File: config.mk
export PLATFORM = sky130hd
export DESIGN_NAME = mpors_seq
export DESIGN_NICKNAME = d
export VERILOG_FILES = /design/src/hdl/mpors_pkg.sv /design/src/hdl/mpors_low_pulse.sv /design/src/hdl/mpors_seq.sv
export VERILOG_INCLUDE_DIRS = /design/src /design/src/hdl
export SDC_FILE = /design/constraint.sdc
export NUM_CORES = 1
export LEC_CHECK = 0
export BUFFER_PORTS_ARGS = -buffer_cell sky130_fd_sc_hd__buf_2
export CAP_MARGIN = 20
export CORE_AREA = 2 2 101 83
export CTS_BUF_LIST = sky130_fd_sc_hd__clkbuf_16
export DETAILED_ROUTE_END_ITERATION = 7
export DIE_AREA = 0 0 103 85
export GPL_TIMING_DRIVEN = 0
export PLACE_DENSITY = 0.74
export SLEW_MARGIN = 15
export SYNTH_ARGS = -nofsm -noshare
export SYNTH_HDL_FRONTEND = slang
export SYNTH_SLANG_ARGS = --single-unit
export TNS_END_PERCENT = 50
File: constraint.sdc
create_clock -name clk_sys_i -period 1.9 [get_ports clk_sys_i]
set_input_delay 0.19 -clock clk_sys_i [delete_from_list [all_inputs] [get_ports clk_sys_i]]
set_output_delay 0.19 -clock clk_sys_i [all_outputs]
set_load 0.01 [all_outputs]
File: src/hdl/mpors_defs.svh
// timing and encoding constants for the power-off and reset sequencer
`ifndef MPORS_DEFS_SVH
`define MPORS_DEFS_SVH
`define MPORS_CLK_MHZ 125
`define MPORS_PWRON_MIN_US 1
`define MPORS_PWRON_CYC ((`MPORS_PWRON_MIN_US * `MPORS_CLK_MHZ))
`define MPORS_RESET_MIN_US 1
`define MPORS_RESET_CYC ((`MPORS_RESET_MIN_US * `MPORS_CLK_MHZ))
`define MPORS_SLOW_HZ 32768
`define MPORS_SLOW_HALF_CYC (125000000 / (2 * `MPORS_SLOW_HZ))
`define MPORS_SLOW_VALID_CYC (4 * `MPORS_SLOW_HALF_CYC)
`define MPORS_CNT_W 16
`define MPORS_VARIANT_CORE_ONLY 1'b0
`define MPORS_VARIANT_CORE_PMU 1'b1
`endif

File: src/hdl/mpors_pkg.sv
// types for the power-off and reset sequencer
package mpors_pkg;
    typedef enum logic [2:0] {
        MPORS_NOT_POWERED,
        MPORS_POWER_OFF,
        MPORS_RUN,
        MPORS_SAVE,
        MPORS_SHUTDOWN,
        MPORS_HW_RESET
    } mpors_state_t;
endpackage

File: src/hdl/mpors_low_pulse.sv
// low-level qualifier: pulses once when an input has stayed low long enough
`timescale 1ns/1ns
`include "mpors_defs.svh"
module mpors_low_pulse #(
    parameter logic [`MPORS_CNT_W-1:0] MIN_CYC = 16'h0001
) (
    input wire logic clk_sys_i, // system clock
    input wire logic rst_b_i, // async reset, active low
    input wire logic sig_n_i, // monitored line, active low
    output logic valid_o, // one-cycle pulse when low time reached
    output logic low_o // level: low time reached and still low
);
    logic [`MPORS_CNT_W-1:0] cnt_reg;
    logic [`MPORS_CNT_W-1:0] cnt_next;
    logic hit_reg;
    logic hit_next;

    // count low cycles, saturate at threshold
    always_comb begin
        cnt_next = cnt_reg;
        hit_next = hit_reg;
        if (sig_n_i) begin
            cnt_next = '0;
            hit_next = 1'b0;
        end else if (cnt_reg < MIN_CYC) begin
            cnt_next = cnt_reg + 16'h0001;
        end else begin
            hit_next = 1'b1;
        end
    end

    always_ff @(posedge clk_sys_i or negedge rst_b_i) begin
        if (!rst_b_i) begin
            cnt_reg <= '0;
            hit_reg <= 1'b0;
        end else begin
            cnt_reg <= cnt_next;
            hit_reg <= hit_next;
        end
    end

    assign valid_o = hit_next & ~hit_reg;
    assign low_o = hit_reg;
endmodule // mpors_low_pulse

File: src/hdl/mpors_seq.sv
// power-off, reset and slow clock sequencer of a cellular module
`timescale 1ns/1ns
`include "mpors_defs.svh"
module mpors_seq
    import mpors_pkg::*;
#(
    parameter logic VARIANT_PMU = `MPORS_VARIANT_CORE_ONLY,
    parameter logic HAS_SLOW_IN = 1'b1
) (
    input wire logic clk_sys_i, // system clock 125 MHz
    input wire logic rst_b_i, // async reset, active low
    input wire logic main_supply_ok_i, // main supply present
    input wire logic power_off_command_i, // pulse: power-off command decoded
    input wire logic functional_reset_command_i, // pulse: functional reset command
    input wire logic power_save_config_command_i, // level: power saving enabled
    input wire logic power_on_request_n_i, // power-on request, active low
    input wire logic hw_reset_n_i, // hardware reset line, active low
    input wire logic hw_reset_n_oe_i, // high while host drives reset line
    input wire logic slow_clock_in_i, // external 32 kHz reference
    input wire logic save_done_i, // parameter save and detach finished
    input wire logic core_idle_req_i, // processor asks for low-power idle
    output logic ok_resp_o, // pulse: OK answer on command interface
    output logic save_req_o, // level: save parameters and detach
    output logic core_reset_n_o, // processor core reset, active low
    output logic io_supply_on_o, // digital I/O supply output
    output logic pins_tristate_o, // all digital pins tri-stated
    output logic pins_reset_state_o, // pins held in reset state
    output logic backup_rtc_supply_o, // backup RTC supply
    output logic idle_en_o, // low-power idle allowed
    output logic rtc_run_o, // RTC timekeeping running
    output logic slow_clock_out_o, // 32 kHz output
    output logic [2:0] state_o // sequencer state
);
    mpors_state_t state_reg, state_next;
    logic fres_reg, fres_next;
    logic ok_reg, ok_next;
    logic [`MPORS_CNT_W-1:0] div_reg, div_next;
    logic sclk_reg, sclk_next;
    logic [`MPORS_CNT_W-1:0] mon_reg, mon_next;
    logic sin_d_reg, sin_d_next;
    logic sin_ok_reg, sin_ok_next;
    logic pwron_ok, rst_ok, rst_low, rst_line_n, sin_edge;

    // undriven reset line reads high
    assign rst_line_n = hw_reset_n_oe_i ? hw_reset_n_i : 1'b1;

    mpors_low_pulse #(.MIN_CYC(16'(`MPORS_PWRON_CYC))) u_pwron (
        .clk_sys_i(clk_sys_i),
        .rst_b_i(rst_b_i),
        .sig_n_i(power_on_request_n_i),
        .valid_o(pwron_ok),
        .low_o()
    );

    mpors_low_pulse #(.MIN_CYC(16'(`MPORS_RESET_CYC))) u_hwrst (
        .clk_sys_i(clk_sys_i),
        .rst_b_i(rst_b_i),
        .sig_n_i(rst_line_n),
        .valid_o(rst_ok),
        .low_o(rst_low)
    );

    // main sequencer
    always_comb begin
        state_next = state_reg;
        fres_next = fres_reg;
        ok_next = 1'b0;
        if (!main_supply_ok_i) begin
            state_next = MPORS_NOT_POWERED;
            fres_next = 1'b0;
        end else begin
            unique case (state_reg)
                MPORS_NOT_POWERED: begin
                    state_next = MPORS_POWER_OFF;
                end
                MPORS_POWER_OFF: begin
                    if (pwron_ok || rst_ok) begin
                        state_next = MPORS_RUN;
                    end
                end
                MPORS_RUN: begin
                    if (rst_ok) begin
                        state_next = MPORS_HW_RESET;
                    end else if (power_off_command_i) begin
                        state_next = MPORS_SAVE;
                        fres_next = 1'b0;
                        ok_next = 1'b1;
                    end else if (functional_reset_command_i) begin
                        state_next = MPORS_SAVE;
                        fres_next = 1'b1;
                        ok_next = 1'b1;
                    end
                end
                MPORS_SAVE: begin
                    if (rst_ok) begin
                        state_next = MPORS_HW_RESET;
                    end else if (save_done_i) begin
                        state_next = MPORS_SHUTDOWN;
                    end
                end
                MPORS_SHUTDOWN: begin
                    state_next = fres_reg ? MPORS_RUN : MPORS_POWER_OFF;
                    fres_next = 1'b0;
                end
                MPORS_HW_RESET: begin
                    if (!rst_low) begin
                        state_next = MPORS_RUN;
                    end
                end
            endcase
        end
    end

    always_ff @(posedge clk_sys_i or negedge rst_b_i) begin
        if (!rst_b_i) begin
            state_reg <= MPORS_NOT_POWERED;
            fres_reg <= 1'b0;
            ok_reg <= 1'b0;
        end else begin
            state_reg <= state_next;
            fres_reg <= fres_next;
            ok_reg <= ok_next;
        end
    end

    // slow clock divider and input activity monitor
    always_comb begin
        div_next = div_reg;
        sclk_next = sclk_reg;
        mon_next = mon_reg;
        sin_d_next = slow_clock_in_i;
        sin_ok_next = sin_ok_reg;
        if (io_supply_on_o && state_reg != MPORS_HW_RESET) begin
            if (div_reg >= 16'(`MPORS_SLOW_HALF_CYC - 1)) begin
                div_next = '0;
                sclk_next = ~sclk_reg;
            end else begin
                div_next = div_reg + 16'h0001;
            end
        end else begin
            div_next = '0;
            sclk_next = 1'b0;
        end
        if (sin_edge) begin
            mon_next = '0;
            sin_ok_next = 1'b1;
        end else if (mon_reg >= 16'(`MPORS_SLOW_VALID_CYC)) begin
            sin_ok_next = 1'b0;
        end else begin
            mon_next = mon_reg + 16'h0001;
        end
    end

    always_ff @(posedge clk_sys_i or negedge rst_b_i) begin
        if (!rst_b_i) begin
            div_reg <= '0;
            sclk_reg <= 1'b0;
            mon_reg <= '0;
            sin_d_reg <= 1'b0;
            sin_ok_reg <= 1'b0;
        end else begin
            div_reg <= div_next;
            sclk_reg <= sclk_next;
            mon_reg <= mon_next;
            sin_d_reg <= sin_d_next;
            sin_ok_reg <= sin_ok_next;
        end
    end

    assign sin_edge = slow_clock_in_i & ~sin_d_reg;

    // supply and pin controls per state and variant
    always_comb begin
        io_supply_on_o = 1'b0;
        pins_tristate_o = 1'b1;
        pins_reset_state_o = 1'b0;
        core_reset_n_o = 1'b0;
        unique case (state_reg)
            MPORS_RUN, MPORS_SAVE: begin
                io_supply_on_o = 1'b1;
                pins_tristate_o = 1'b0;
                core_reset_n_o = 1'b1;
            end
            MPORS_SHUTDOWN: begin
                io_supply_on_o = fres_reg;
                pins_tristate_o = ~fres_reg;
                pins_reset_state_o = fres_reg;
            end
            MPORS_HW_RESET: begin
                io_supply_on_o = (VARIANT_PMU == `MPORS_VARIANT_CORE_ONLY);
                pins_tristate_o = (VARIANT_PMU != `MPORS_VARIANT_CORE_ONLY);
                pins_reset_state_o = (VARIANT_PMU == `MPORS_VARIANT_CORE_ONLY);
            end
            default: begin
            end
        endcase
    end

    assign backup_rtc_supply_o = (state_reg != MPORS_NOT_POWERED);
    assign ok_resp_o = ok_reg;
    assign save_req_o = (state_reg == MPORS_SAVE);
    assign slow_clock_out_o = HAS_SLOW_IN ? sclk_reg : 1'b0;
    assign idle_en_o = core_idle_req_i && power_save_config_command_i &&
                       (HAS_SLOW_IN ? sin_ok_reg : 1'b1) && core_reset_n_o;
    assign rtc_run_o = (HAS_SLOW_IN ? sin_ok_reg : backup_rtc_supply_o);
    assign state_o = state_reg;
endmodule // mpors_seq

==> impl_metrics.toml <==
[status]
outcome = "finished, violations left"
violations = "negative setup slack"

[detailed_routing]
detail_route.wl_per_cell_um = 13.91
vias = 2487
drt_pass1_iterations = 4
wl_um = 6803
route.met2.wl_um = 3266
wl_met1_um = 3167
ant_nets = 0
routed.top_layer = "met4"
via_per_inst = 5.086
drt_iter0_drc = 93
drcViolationCount = 0
dr_wl_met3_um = 247

[timing]
fin_ws_ns = -0.1035
setup_viol = 6
period_share_pct = 105.4
max_freq_mhz = 499.1
tns_ns = -0.2715
drv_slew = 0
worst_pin_slew_ns = 0.5016
slew_headroom_pct = 66.56
period_minus_slack_ns = 2.003
rsz0062_at_grt = "yes"
hold_violations = 0
fin_skew_ns = 0.006181

[clock_tree]
clock_sinks = 74
clockBufferDepth = 2
cts-root-buf = "clkbuf_16"
cts_tree = "built"
numCtsBuffers = 9
cts.clk_slew.worst_paths_ns = 0.05
htreeDepth = 3
clk_latency_ns = 0.34

[finish]
fillers = 721
area_growth_pct = 22.98
layout_commonest_cell = "dfrtp_1"
num-nets-final = 396
drive_above_1_share_pct = 21.26
final_cell_mix = "dfrtp_1, nor2_1, buf_2"
antenna_cells = 0
regArea_um2 = 1854
multiInputGateArea_um2 = 1608

[floorplanning]
die_area_um2 = 8755
start_util_pct = 43.97
placementRows = 29
core-area_um2 = 7765
die_w_um = 103
dieHeight_um = 85
ios = 25

[setup_path]
cp-start-kind = "flop"
cp.arrival_ns = 2.21
slowest_delay_ns = 0.56
required_ns = 2.10
crit_chain = "or4_4 > a2111oi_4 > buf_6 > buf_6 > nand4_1 > xor2_1 > nor2_1"
setup.worst_path.end_class = "flop"
cp_slowest_cell = "or4_4"
crit_top_cell = "buf_6"
critical_path.max_fanout = 7
path_class = "flop to flop"

[grt]
grt_max_degree = 62
grt_usage_pct = 17.41
antenna_found_initial = 0
grt_overflow = 0
grt_pass1_wl_um = 11680
first_global_vias = 2463

[logic_synthesis]
ys_types = 46
ys_seq_area_share_pct = 54.23
ys_warn_count = 0
yosys.area.top_type = "dfrtp_1"
synth.top_cell.area_share_pct = 54.23
synth_area_um2 = 3415
ys_seq_elements = 74
synthFlopType = "dfrtp_1"
synthArstFlopShare_pct = 100.0
syn_inst = 324
avgSynthCellArea_um2 = 10.54
synth_edf_count = 0
synth_area_leaders = "dfrtp_1, nor2_1, xor2_1, ha_1, nor2b_1"

[power_and_ir_drop]
p_per_area_nw_per_um2 = 908.9
p_total_mw = 3.816
ir_worst_vdd_v = 0.0004942
p_leak_nw = 1.922

[job]
drv_cap = 0

[placement]
gp_congestion = 0.8082
port_buffers = 23
dp.final_hpwl_um = 4394

[worst_hold_path]
hold_class = "input pin to flop"
==> power breakdown <==
group / internal (mW) / switching, mW
Sequential: 1.66 / 0.118
Clock: 0.854 / 0.600
Combinational: 0.252 / 0.332
Total: 2.77 / 1.05
==> per-stage QoR <==
stage / std cells / hold slack [ns] / area (um^2) / util (%) / worst slack, ns
4_1_cts: 486 / 0.1309 / 4109 / 52.92 / -0.08443
2_1_floorplan: 328 / -0.1056 / 3433 / - / -0.1194
5_1_grt: 489 / 0.1546 / 4199 / 54.08 / -0.2105
3_5_place_dp: 460 / 0.05883 / 3714 / 47.82 / -0.3441
3_3_place_gp: 459 / 0.3253 / 3684 / 47.44 / -0.3173
6_report: 489 / 0.1424 / 4199 / 54.08 / -0.1035
==> path summary, 6_finish.rpt <==
kind / cells after the start / to / slack [ns] / from
min in group asynchronous: 2 / u_pwron.cnt_reg[1] / 0.25 / rst_b_i
hold reg to reg: 1 / u_hwrst.cnt_reg[15] / 0.49 / u_hwrst.cnt_reg[15]
setup / recovery: 7 / u_pwron.cnt_reg[6] / -0.10 / u_pwron.cnt_reg[10]
max in group asynchronous: 3 / mon_reg[3] / 1.09 / rst_b_i
hold / removal: 2 / u_pwron.cnt_reg[11] / 0.14 / power_on_request_n_i
setup reg to reg: 7 / u_pwron.cnt_reg[6] / -0.10 / u_pwron.cnt_reg[10]
==> layout make-up <==
class                   count  area share, %
plain buffers               6         0.5959
clock buffers               9          5.364
flip-flops and latches     74          44.16
inverters                  15          1.341
repair buffers             38          6.347
clock inverters             7         0.6853
multi-input cells         232          38.29
well taps                 108          3.218
==> Yosys cell counts (all sizes together) (5+ instances only) <==
library cell	n
a21oi	12
and2	12
and3	8
clkbuf	7
dfrtp	74
ha	8
inv	15
nand2	15
nand3	11
nand4	8
nor2	45
nor2b	14
nor3	6
o211ai	5
o21ai	7
or3	6
or4	8
xnor2	9
xor2	17
==> cell families (layout without fill, tap and decap cells) <==
group | after synthesis | after routing | share of synthesized area, %
compound gates | 45 | 45 | 10.19
simple gates | 145 | 145 | 22.54
flops | 74 | 74 | 54.23
fa+ha+maj | 8 | 8 | 2.932
mux | 3 | 3 | 0.9161
buf+inv | 22 | 75 | 2.418
xor+xnor | 26 | 26 | 6.669
other cells | 1 | 5 | 0.1098
==> critical path: cells and delay by family, from the launching register on <==
family / cells / cell delay (ns)
DFF: 1 / 0.37
xor gates and xnor gates: 1 / 0.15
and+or+nand+nor: 3 / 0.72
AOI/OAI and AO/OA: 1 / 0.34
buffers and inverters: 2 / 0.29
==> repair_timing <==
item,4_1_cts,5_1_grt
hold buffers,2,0
resized for setup,14,19
pin swaps,5,7
endpoints found under the setup margin,25,38
endpoints found under the hold margin,14,0
buffers inserted,8,4
==> layer usage <==
layer / vias up / track usage [%]
li1: 1228 / -
met1: 1211 / 23.86
met2: 36 / 25.38
met3: 12 / 6.096
met4: 0 / 6.818
met5: - / 0
Power figures use the tool's default switching activity.
